`config.mk`:
```
export PLATFORM = sky130hd
export DESIGN_NAME = rncf_top
export DESIGN_NICKNAME = d
export VERILOG_FILES = /design/src/hw/rncf_pkg.sv /design/src/hw/rncf_sync.sv /design/src/hw/rncf_top.sv
export VERILOG_INCLUDE_DIRS = /design/src /design/src/hw
export SDC_FILE = /design/constraint.sdc
export NUM_CORES = 1
export LEC_CHECK = 0
export BUFFER_PORTS_ARGS = -buffer_cell sky130_fd_sc_hd__buf_2
export CAP_MARGIN = 20
export CORE_ASPECT_RATIO = 1.4
export CORE_MARGIN = 2
export CORE_UTILIZATION = 45
export CTS_CLUSTER_SIZE = 10
export DETAILED_ROUTE_END_ITERATION = 8
export PLACE_DENSITY = 0.74
export SLEW_MARGIN = 30
export SYNTH_ARGS = -nofsm -noshare
export SYNTH_HDL_FRONTEND = slang
export SYNTH_SLANG_ARGS = --single-unit
```
`constraint.sdc`:
```
create_clock -name aclk -period 6.76 [get_ports aclk]
set_clock_uncertainty 0.15 [all_clocks]
set_input_delay 1.352 -clock aclk [delete_from_list [all_inputs] [get_ports aclk]]
set_output_delay 1.352 -clock aclk [all_outputs]
set_load 0.02 [all_outputs]
```
`src/hw/rncf_map.svh`:
```
// register offsets, field positions, reset values and response codes of the cause flags block
// Behaviour
// watchdog nmi sets nmi cause bit 0; bit reads 0 otherwise.
// nmi pin sets nmi cause bit 1; bit reads 0 otherwise.
// reading the nmi cause word returns both flags, then clears both.
// nmi cause word is read-only, resets to zero, bits 31..2 read 0.
// reset cause word holds five flags in bits 4..0; upper bits 0; writing 0 clears.
// power-on reset sets reset cause bit 0; it reads 1 after power-up.
// reset pin sets reset cause bit 1; it also reads 1 after power-up.
// watchdog reset sets reset cause bit 2; power-up value 0.
// processor system reset request sets reset cause bit 4; power-up value 0.
// only power-on reset initialises the reset cause word; software clears it.
// debug flag is raised by the processor reset request bit.
// a cause event beats a same-cycle software clear of its flag.
`ifndef RNCF_MAP_SVH
`define RNCF_MAP_SVH

// register byte addresses
`define RNCF_NMI_ADDR 32'h400f_4018
`define RNCF_RST_ADDR 32'h400f_401c
`define RNCF_ISR_ADDR 32'h400f_4020
`define RNCF_IER_ADDR 32'h400f_4024

// field widths
`define RNCF_NMI_W 2
`define RNCF_RST_W 5
`define RNCF_EVT_W 6

// nmi cause bits
`define RNCF_NMI_WDT 0
`define RNCF_NMI_PIN 1

// reset cause bits
`define RNCF_RST_POR 0
`define RNCF_RST_PIN 1
`define RNCF_RST_WDT 2
`define RNCF_RST_BUP 3
`define RNCF_RST_DBG 4

// event status and enable bits
`define RNCF_EV_NMI_WDT 0
`define RNCF_EV_NMI_PIN 1
`define RNCF_EV_RST_PIN 2
`define RNCF_EV_RST_WDT 3
`define RNCF_EV_RST_BUP 4
`define RNCF_EV_RST_DBG 5

// decoder select bits and synchroniser lanes
`define RNCF_SEL_NMI 0
`define RNCF_SEL_RST 1
`define RNCF_SEL_ISR 2
`define RNCF_SEL_IER 3
`define RNCF_PIN_NMI 0
`define RNCF_PIN_RST 1

// reset values
`define RNCF_RST_POR_VAL 5'h03

// axi response codes
`define RNCF_RESP_OKAY 2'h0
`define RNCF_RESP_SLVERR 2'h2

`endif

```
`src/hw/rncf_pkg.sv`:
```
// state types of the cause flags block
`include "rncf_map.svh"
package rncf_pkg;

	// write channel states, one-hot
	typedef enum logic [1:0] {
		rncf_wr_idle = 2'b01,
		rncf_wr_resp = 2'b10
	} rncf_wr_state_t;

	// read channel states, one-hot
	typedef enum logic [1:0] {
		rncf_rd_idle = 2'b01,
		rncf_rd_data = 2'b10
	} rncf_rd_state_t;

	// every flip-flop of the top module
	typedef struct packed {
		rncf_wr_state_t wr_state;
		logic aw_have;
		logic [31:0] aw_addr;
		logic w_have;
		logic [31:0] w_data;
		logic [3:0] w_strb;
		logic [1:0] bresp;
		rncf_rd_state_t rd_state;
		logic [31:0] rdata;
		logic [1:0] rresp;
		logic [`RNCF_NMI_W-1:0] nmi;
		logic [`RNCF_RST_W-1:0] rst_cause;
		logic [`RNCF_EVT_W-1:0] evt_status;
		logic [`RNCF_EVT_W-1:0] evt_enable;
		logic irq;
	} rncf_state_t;

endpackage : rncf_pkg

```
`src/hw/rncf_sync.sv`:
```
// pin synchroniser: a change counts once the last two stages agree
`timescale 1ns/100ps
module rncf_sync #(
	parameter int WIDTH = 2,
	parameter int STAGES = 3
) (
	input wire logic aclk,
	input wire logic ce,
	input wire logic clear,
	input wire logic [WIDTH-1:0] pin_async,
	output logic [WIDTH-1:0] rise
);
	import rncf_pkg::*;

	// fewer than three stages leaves no agreement pair behind the first flop
	if (STAGES < 3)
	begin : g_stage_check
		$error("rncf_sync: STAGES must be at least 3");
	end

	typedef struct packed {
		logic [STAGES-1:0][WIDTH-1:0] chain;
		logic [WIDTH-1:0] level;
		logic [WIDTH-1:0] rise;
	} rncf_sync_state_t;

	rncf_sync_state_t q;
	rncf_sync_state_t d;
	logic [WIDTH-1:0] agree;

	// stage 0 is only ever shifted on, never compared
	for (genvar i = 0; i < WIDTH; i++)
	begin : g_agree
		assign agree[i] = q.chain[STAGES-2][i] == q.chain[STAGES-1][i];
	end

	// accepted level follows only agreeing stages; rise pulses once per accepted high
	always_comb
	begin
		d = q;
		d.chain = {q.chain[STAGES-2:0], pin_async};
		d.level = (agree & q.chain[STAGES-1]) | (~agree & q.level);
		d.rise = agree & q.chain[STAGES-1] & ~q.level;
	end

	// cleared by power-on only, so the reset pin held during system reset is still seen
	always_ff @(posedge aclk)
	begin
		if (clear)
			q <= '0;
		else if (ce)
			q <= d;
	end

	assign rise = q.rise;

endmodule : rncf_sync

```
`src/hw/rncf_top.sv`:
```
// axi4-lite slave holding the nmi cause and reset cause flags with an event interrupt
`timescale 1ns/100ps
`include "rncf_map.svh"
module rncf_top #(
	parameter int ADDR_W = 32
) (
	input wire logic aclk,
	input wire logic aresetn,
	input wire logic por_rst,
	input wire logic ce,
	input wire logic awvalid,
	output logic awready,
	input wire logic [ADDR_W-1:0] awaddr,
	input wire logic wvalid,
	output logic wready,
	input wire logic [31:0] wdata,
	input wire logic [3:0] wstrb,
	output logic bvalid,
	input wire logic bready,
	output logic [1:0] bresp,
	input wire logic arvalid,
	output logic arready,
	input wire logic [ADDR_W-1:0] araddr,
	output logic rvalid,
	input wire logic rready,
	output logic [31:0] rdata,
	output logic [1:0] rresp,
	input wire logic wdt_nmi_evt,
	input wire logic nmi_pin_async,
	input wire logic rst_pin_async,
	input wire logic wdt_rst_evt,
	input wire logic bup_rst_evt,
	input wire logic cpu_reset_request_bit,
	output logic irq
);
	import rncf_pkg::*;

	// offsets are full 32-bit addresses
	if (ADDR_W < 32)
	begin : g_addr_check
		$error("rncf_top: ADDR_W must be at least 32");
	end

	// value taken by everything on power-on
	localparam rncf_state_t RNCF_POR_STATE = '{
		wr_state: rncf_wr_idle,
		rd_state: rncf_rd_idle,
		rst_cause: `RNCF_RST_POR_VAL,
		default: '0
	};

	rncf_state_t q;
	rncf_state_t d;
	logic aw_take;
	logic w_take;
	logic ar_take;
	logic aw_now;
	logic w_now;
	logic do_write;
	logic nmi_rd_clr;
	logic [31:0] wr_addr;
	logic [31:0] wr_data;
	logic [3:0] wr_strb;
	logic [3:0] wr_sel;
	logic [3:0] rd_sel;
	logic [1:0] pin_rise;
	logic [`RNCF_NMI_W-1:0] nmi_set;
	logic [`RNCF_RST_W-1:0] rst_set;
	logic [`RNCF_RST_W-1:0] rst_keep;
	logic [`RNCF_EVT_W-1:0] evt_set;
	logic [`RNCF_EVT_W-1:0] evt_clr;

	// word decode, shared by the write and read channels
	function automatic logic [3:0] rncf_decode(input logic [31:0] addr);
		logic [31:0] word;
		word = {addr[31:2], 2'b00};
		if (word == `RNCF_NMI_ADDR)
			rncf_decode = 4'h1;
		else if (word == `RNCF_RST_ADDR)
			rncf_decode = 4'h2;
		else if (word == `RNCF_ISR_ADDR)
			rncf_decode = 4'h4;
		else if (word == `RNCF_IER_ADDR)
			rncf_decode = 4'h8;
		else
			rncf_decode = 4'h0;
	endfunction : rncf_decode

	// external pins pass three stages before they count
	rncf_sync #(
		.WIDTH(2),
		.STAGES(3)
	) u_pin_sync (
		.aclk(aclk),
		.ce(ce),
		.clear(por_rst),
		.pin_async({rst_pin_async, nmi_pin_async}),
		.rise(pin_rise)
	);

	// readies drop in system reset and while frozen so no beat is taken unseen then; they stay up during por_rst
	assign awready = ce && aresetn && q.wr_state == rncf_wr_idle && !q.aw_have;
	assign wready = ce && aresetn && q.wr_state == rncf_wr_idle && !q.w_have;
	assign arready = ce && aresetn && q.rd_state == rncf_rd_idle;
	assign aw_take = awvalid && awready;
	assign w_take = wvalid && wready;
	assign ar_take = arvalid && arready;

	// a write goes ahead once both address and data are present, in either order
	assign aw_now = q.aw_have || aw_take;
	assign w_now = q.w_have || w_take;
	assign do_write = q.wr_state == rncf_wr_idle && aw_now && w_now;
	assign wr_addr = q.aw_have ? q.aw_addr : awaddr[31:0];
	assign wr_data = q.w_have ? q.w_data : wdata;
	assign wr_strb = q.w_have ? q.w_strb : wstrb;
	assign wr_sel = rncf_decode(wr_addr);
	assign rd_sel = rncf_decode(araddr[31:0]);

	// nmi cause sources
	always_comb
	begin
		nmi_set = '0;
		nmi_set[`RNCF_NMI_WDT] = wdt_nmi_evt;
		nmi_set[`RNCF_NMI_PIN] = pin_rise[`RNCF_PIN_NMI];
	end

	// reset cause sources; power-on is the reset value itself
	always_comb
	begin
		rst_set = '0;
		rst_set[`RNCF_RST_PIN] = pin_rise[`RNCF_PIN_RST];
		rst_set[`RNCF_RST_WDT] = wdt_rst_evt;
		rst_set[`RNCF_RST_BUP] = bup_rst_evt;
		rst_set[`RNCF_RST_DBG] = cpu_reset_request_bit;
	end

	// every cause except power-on also lands in the interrupt status
	always_comb
	begin
		evt_set = '0;
		evt_set[`RNCF_EV_NMI_WDT] = nmi_set[`RNCF_NMI_WDT];
		evt_set[`RNCF_EV_NMI_PIN] = nmi_set[`RNCF_NMI_PIN];
		evt_set[`RNCF_EV_RST_PIN] = rst_set[`RNCF_RST_PIN];
		evt_set[`RNCF_EV_RST_WDT] = rst_set[`RNCF_RST_WDT];
		evt_set[`RNCF_EV_RST_BUP] = rst_set[`RNCF_RST_BUP];
		evt_set[`RNCF_EV_RST_DBG] = rst_set[`RNCF_RST_DBG];
	end

	// bus channels and flag updates
	always_comb
	begin
		d = q;
		nmi_rd_clr = 1'b0;
		rst_keep = '1;
		evt_clr = '0;

		// write channel
		case (q.wr_state)
			rncf_wr_idle:
			begin
				if (do_write)
				begin
					d.aw_have = 1'b0;
					d.w_have = 1'b0;
					d.wr_state = rncf_wr_resp;
					d.bresp = `RNCF_RESP_OKAY;
					if (wr_sel == 4'h0)
						d.bresp = `RNCF_RESP_SLVERR;
					else if (wr_strb[0])
					begin
						// nmi word ignores writes
						if (wr_sel[`RNCF_SEL_RST])
							rst_keep = wr_data[`RNCF_RST_W-1:0];
						else if (wr_sel[`RNCF_SEL_ISR])
							evt_clr = wr_data[`RNCF_EVT_W-1:0];
						else if (wr_sel[`RNCF_SEL_IER])
							d.evt_enable = wr_data[`RNCF_EVT_W-1:0];
					end
				end
				else
				begin
					if (aw_take)
					begin
						d.aw_have = 1'b1;
						d.aw_addr = awaddr[31:0];
					end
					if (w_take)
					begin
						d.w_have = 1'b1;
						d.w_data = wdata;
						d.w_strb = wstrb;
					end
				end
			end
			rncf_wr_resp:
			begin
				if (bready)
					d.wr_state = rncf_wr_idle;
			end
			default:
				d.wr_state = rncf_wr_idle;
		endcase

		// read channel; upper bits pad with zero
		case (q.rd_state)
			rncf_rd_idle:
			begin
				if (ar_take)
				begin
					d.rd_state = rncf_rd_data;
					d.rresp = `RNCF_RESP_OKAY;
					if (rd_sel[`RNCF_SEL_NMI])
					begin
						d.rdata = {{(32-`RNCF_NMI_W){1'b0}}, q.nmi};
						nmi_rd_clr = 1'b1;
					end
					else if (rd_sel[`RNCF_SEL_RST])
						d.rdata = {{(32-`RNCF_RST_W){1'b0}}, q.rst_cause};
					else if (rd_sel[`RNCF_SEL_ISR])
						d.rdata = {{(32-`RNCF_EVT_W){1'b0}}, q.evt_status};
					else if (rd_sel[`RNCF_SEL_IER])
						d.rdata = {{(32-`RNCF_EVT_W){1'b0}}, q.evt_enable};
					else
					begin
						d.rdata = 32'h0;
						d.rresp = `RNCF_RESP_SLVERR;
					end
				end
			end
			rncf_rd_data:
			begin
				if (rready)
					d.rd_state = rncf_rd_idle;
			end
			default:
				d.rd_state = rncf_rd_idle;
		endcase

		// sets are applied after clears so a coincident event survives
		d.nmi = (q.nmi & ~{`RNCF_NMI_W{nmi_rd_clr}}) | nmi_set;
		d.rst_cause = (q.rst_cause & rst_keep) | rst_set;
		d.evt_status = (q.evt_status & ~evt_clr) | evt_set;
		d.irq = |(d.evt_status & d.evt_enable);
	end

	// power-on sets everything; other resets keep the cause word and still record into it
	always_ff @(posedge aclk)
	begin
		if (por_rst)
			q <= RNCF_POR_STATE;
		else if (!aresetn)
		begin
			q <= RNCF_POR_STATE;
			q.rst_cause <= ce ? d.rst_cause : q.rst_cause;
		end
		else if (ce)
			q <= d;
	end

	assign bvalid = q.wr_state == rncf_wr_resp;
	assign bresp = q.bresp;
	assign rvalid = q.rd_state == rncf_rd_data;
	assign rdata = q.rdata;
	assign rresp = q.rresp;
	assign irq = q.irq;
endmodule : rncf_top

```
### Yosys cells after proc, flatten, opt, wreduce, memory -nomap -nowiden

Index checks and enable logic that the tools add are counted.
Widths: inputs -> output; s select.

| word-level totals | value |
|---|---|
| register bits after elaboration | 114 |
| input bits | 115 |
| logic and storage cells | 136 |

| operators by class | value |
|---|---|
| eq/ne operators | 18 |
| multiplexer cells | 54 |
| bitwise gates (word level) | 17 |
| reduce and logical (&&, ||, !) cells | 27 |

Operators with widths:

| operator | number |
|---|---|
| $eq 30x29->1 const B | 8 |
| $mux 6 | 18 |
| $mux 37 | 1 |
| $mux 18 | 2 |
| $mux 36 | 1 |
| $mux 33 | 1 |
| $mux 32 | 1 |
| $mux 4 | 8 |
| $mux 5 | 6 |
| $reduce_and 3->1 | 6 |
| $mux 2 | 8 |
| $and 6x6->6 | 2 |
| $logic_and 1x1->1 | 10 |
| $and 2x2->2 | 4 |
| $pmux 2 s2 | 2 |
| $reduce_and 4->1 | 2 |
| $mux 1 | 6 |
| $not 2->2 | 3 |
| $not 6->6 | 1 |
| $or 6x6->6 | 1 |
| $reduce_or 6->1 | 1 |
| $and 5x5->5 | 1 |
| $or 5x5->5 | 1 |
| $eq 2x1->1 const B | 2 |
| other kinds (11) | 20 |

### Depth between registers and ports, before layout

| depth | value |
|---|---|
| depth in word-level cells | 19 |
| gate-level depth with buffers | 9 |
| mapped depth without buffers | 7 |

### Modules after synthesis

From an unflattened synthesis, not the netlist that was laid out.

| unflattened totals | value |
|---|---|
| cells, all modules | 491 |
| area total of the unflattened synthesis | 4116.4 um^2 |

Modules (own cells, without submodules):

| module | instances | cells each | area each (um^2) | sequential area each (um^2) |
|---|---|---|---|---|
| rncf_top | 1 | 449 | 3677.3 | 1421.4 |
| rncf_sync | 1 | 42 | 439.2 | 200.2 |

### Worst setup path before layout

OpenSTA, ideal clock, no wires.

| timing path | value |
|---|---|
| path kind | input to register |
| start point | input awaddr[10] |
| end point | register q (netlist bit irq) |
| setup time | 0.137 ns |
| arrival | 3.398 ns |
| path slack | 3.076 ns |
| cell stages on the path | 8 |
| buffers on the path | 1 |
| cell sequence | or4_1 > or3_4 > and2_1 > buf_2 > nor3_4 > mux2_1 > a22oi_1 > a31oi_1 |

| between the ends | value |
|---|---|
| word-level cells in the longest chain between the ends | 16 |
| elaborated cells on any way between the ends | 28 |

Ends and longest elaborated chain:

| item | RTL line | source |
|---|---|---|
| start: declaration | rncf_top.sv:13 | `input wire logic [ADDR_W-1:0] awaddr,` |
| $mux 32 (*) | rncf_top.sv:113 | `assign wr_addr = q.aw_have ? q.aw_addr : awaddr[31:0];` |
| $eq 30x29->1 (no line) | - |  |
| $mux 4 | rncf_top.sv:81 | `` else if (word == `RNCF_ISR_ADDR) `` |
| $mux 4 | rncf_top.sv:79 | `` else if (word == `RNCF_RST_ADDR) `` |
| $mux 4 (*) | rncf_top.sv:77 | `` if (word == `RNCF_NMI_ADDR) `` |
| $mux 6 | rncf_top.sv:174 | `` else if (wr_sel[`RNCF_SEL_ISR]) `` |
| $mux 6 | rncf_top.sv:172 | `` if (wr_sel[`RNCF_SEL_RST]) `` |
| $mux 6 | rncf_top.sv:169 | `else if (wr_strb[0])` |
| $mux 6 | rncf_top.sv:167 | `if (wr_sel == 4'h0)` |
| $mux 6 | rncf_top.sv:161 | `if (do_write)` |
| $mux 6 | rncf_top.sv:158 | `case (q.wr_state)` |
| $not 6->6 | rncf_top.sv:242 | `d.evt_status = (q.evt_status & ~evt_clr) \| evt_set;` |
| $and 6x6->6 | rncf_top.sv:242 |  |
| $or 6x6->6 | rncf_top.sv:242 |  |
| $and 6x6->6 (*) | rncf_top.sv:243 | `d.irq = \|(d.evt_status & d.evt_enable);` |
| $reduce_or 6->1 (*) | rncf_top.sv:243 |  |
| end: declaration | rncf_top.sv:52 | `rncf_state_t q;` |

Every way passes the cells marked *; elsewhere a longest branch is shown, timed or not.
A chain may end at the register's enable or synchronous reset.

### Final worst setup path

| timing path | value |
|---|---|
| start point | input ce |
| end point | output wready |

| between the ends | value |
|---|---|
| word-level cells in the longest chain between the ends | 3 |

Ends and longest elaborated chain:

| item | RTL line | source |
|---|---|---|
| start: declaration | rncf_top.sv:10 | `input wire logic ce,` |
| $logic_and 1x1->1 (3 in series) | rncf_top.sv:103 | `assign wready = ce && aresetn && q.wr_state == rncf_wr_idle && !q.w_have;` |
| end: declaration | rncf_top.sv:15 | `output logic wready,` |

No other way between the ends.

==> reports/qor.csv <==
stage,metric,value,unit
run_status,status,"complete, no violations",
sta,setup_viol,0,
sta,min_period,4.06,ns
global_route,met1_usage,22.5,%
setup_path,critPathKind,in2out,
die,rows,41,
route,post_drt_via_cell_ratio,5.47,
cts,clock_latency,0.33,ns
setup_path,cp.required,5.26,ns
global_route,grt_remaining_overflow,0,
layout,final_cells,655,
setup_path,reg2regPathDepth,7,
layout,area_growth,16.7,%
global_route,antenna_found_initial,0,
sta,max_slew.worst_pin.slew,0.833,ns
cts,cts_hold_buffers,0,
yosys,yosys.area_share.simple,22.9,%
worst_hold_path,hold-path-endpoint,rdata[5],
setup_path,cp_top_family,buffers and inverters,
cts,cts_tree,built,
yosys,yosysUniqueCellTypes,54,
yosys,synth-seq-cells,81,
yosys,synth_edf_count,0,
cts,clkSinkCount,81,
sta,hold_viol,0,
yosys,synthCells,466,
layout,post-route-util,53.7,%
yosys,synth_common_cells,"dfxtp_1, nor2_1, mux2i_1",
cts,htree_levels,3,
placed_design,placed_cells,639,
worst_hold_path,hp-start,rdata[5],
cts,cts_max_path_buffers,2,
die,fp.coreArea,0.00898,mm^2
setup_path,critPathLaunchType,primary input,
global_route,grt_pass1_vias,3562,
yosys,yosys_warnings,0,
yosys,synth_compound_area_share,14.4,%
setup_path,path_cells,"buf_2, nand3_1, nor2_1, buf_2",
route,vias,3584,
placed_design,routabilityCongestion,0.931,
setup_path,r2r-start,q[127],
worst_hold_path,min_delay_path_depth,2,
die,io_pins,157,
run,drv_cap,0,
setup_path,cp_slowest_stage_delay,0.50,ns
setup_path,timing.critical_path.mode_cell,buf_2,
power_and_ir_drop,powerDensity,226,mW/mm^2
power_and_ir_drop,p_leak,1.90,nW
die,dieArea,0.00997,mm^2
sta,post-route-period-util,60.0,%
yosys,ys.flop_type,dfxtp_1,
route,drc,0,
route,wirelength,9700,um
yosys,syn_area_per_cell,8.87,um^2
cts,ctsResizeCount,0,
yosys,synth.most_common_cell,dfxtp_1,
yosys,synth-xor-area-share,0,%
yosys,syn_area,0.00413,mm^2
cts,clkTransAtPathRegs,0.06,ns
yosys,yosys.area.top_type_share,39.2,%
yosys,synth_top_family_by_area,simple AND/OR/NAND/NOR gates,
setup_path,path_max_fanout,33,
power_and_ir_drop,peakVddDrop,0.000211,V
yosys,synth_fa_ha_area_share,0.606,%
cts,clockRootBuffer,clkbuf_16,
sta,setup_tns,0,ns
layout,fin_nets,660,
yosys,synth_top_area_cell,dfxtp_1,
placed_design,place.port_buffers,95,
yosys,synthMuxAreaShare,13.5,%
setup_path,rrSetupSlack,3.60,ns
setup_path,worstSetupEndpointType,primary output,
route,ant_nets,0,
setup_path,critical_path_arrival,2.56,ns
global_route,grt_util_met2,36.2,%
setup_path,slowest_stage,buf_2,
setup_path,rr_endpoint,irq,
sta,rsz0062_at_grt,false,
die,die_w,85.0,um
yosys,ys_top_cells_by_area,"dfxtp_1, mux2i_1, buf_4, nor2_1, a21oi_1",
cts,cts_setup_buffers,0,
layout,antenna_cells,0,
yosys,async_flop_share,0,%
sta,max_slew_margin,44.0,%
setup_path,crit_buf_inv,2,
global_route,grt_pass1_wl,16500,um
cts,numCtsBuffers,9,
layout,drive_gt1_share,23.9,%
die,die_h,117,um
route,wl_per_cell,14.8,um
sta,finalMaxSlewViolations,0,
global_route,busiest_layer,met2,
route,drtIter0Drc,179,
placed_design,hpwl,7410,um
sta,fmax,246,MHz
yosys,yosysSeqAreaShare,39.2,%
die,initial_utilization,46.0,%
global_route,met3_usage,4.50,%
global_route,track_usage,20.3,%
route,drtPass1Iterations,4,
worst_hold_path,hold_class,reg2reg,
global_route,grt_max_degree,46,
-- worst max-delay path by stage --
stage | from | endpoint | slack [ns] | cells past startpoint
after floorplan | awaddr[10] | irq | 3.08 | 8
after global placement | ce | q[14] | 2.50 | 8
after detailed placement | ce | q[14] | 2.43 | 8
after CTS | ce | wready | 2.70 | 4
after global routing | ce | q[14] | 2.53 | 8
final | ce | wready | 2.70 | 4
-- cell families after synthesis --
| kind of cell | count (synthesis) |
|---|---|
| adders and majority gates | 2 |
| muxes | 55 |
| DFF | 81 |
| AOI/OAI and AO/OA | 90 |
| buffers and inverters | 63 |
| and+or+nand+nor | 174 |
| other | 1 |
-- through the flow --
stage | setup WS (ns) | total power (W) | hold slack [ns] | cell area [um^2]
after floorplan | 3.08 | 0.000575 | 0.277 | 4230
after global placement | 2.50 | 0.000601 | 0.286 | 4510
after detailed placement | 2.43 | 0.000603 | 0.296 | 4510
after CTS | 2.70 | 0.00110 | 0.304 | 4810
after global routing | 2.53 | 0.00113 | 0.338 | 4820
final | 2.70 | 0.00109 | 0.301 | 4820
-- area by class of cell --
type	count	area, um^2
sequential	81	1620
inverter	5	18.8
multi-input combinational	349	2250
clock buffer	14	274
clock inverter	2	35.0
fill	843	4160
tap	107	134
timing repair buffer	97	490
-- worst reg2reg max path: stages, from the launching register on --
cell and delay, ns:
dfxtp_1 0.72, and3b_1 0.28, nand4b_1 0.20, a221o_1 0.53
nor3_4 0.38, mux2_1 0.36, a22oi_1 0.27, a31oi_1 0.12
-- layer usage --
metal / part of all wire, % / wire length [um]
met4: 3.1 / 296
met2: 52 / 5080
met3: 6.3 / 614
met5: 0 / 0
met1: 38 / 3710
-- sequential cells by signal, summed over array words and instances, names as in the netlist, named ones only --
| name | count |
|---|---|
| u_pin_sync.rise | 2 |
| irq | 1 |
| bresp | 1 |
| rresp | 1 |
| u_pin_sync.d | 4 |
| rdata | 6 |
| q | 62 |
| u_pin_sync.q | 2 |
-- layout by cell type, fill, tap and decap left out, types with 3 or more instances in the layout --
master / count
a211oi_1: 12
a21oi_1: 27
a221oi_1: 5
a22o_1: 3
a22oi_1: 4
a31oi_1: 6
and4b_1: 4
buf_2: 95
clkbuf_16: 9
clkbuf_8: 3
conb_1: 28
dfxtp_1: 81
inv_1: 4
mux2_1: 5
mux2i_1: 48
nand2_1: 26
nand2b_1: 5
nand3_1: 8
nand3b_1: 5
nand4_1: 4
nand4b_1: 3
nor2_1: 67
nor2b_1: 5
nor3_1: 7
nor4_1: 10
nor4b_1: 7
o21ai_0: 6
o21ai_1: 11
o41ai_1: 4
or2_2: 5
-- report_power, final --
group          switching (W)  internal (W)
Sequential        0.00000532      0.000485
Combinational      0.0000641     0.0000394
Clock               0.000182      0.000316
Power figures use the tool's default switching activity.
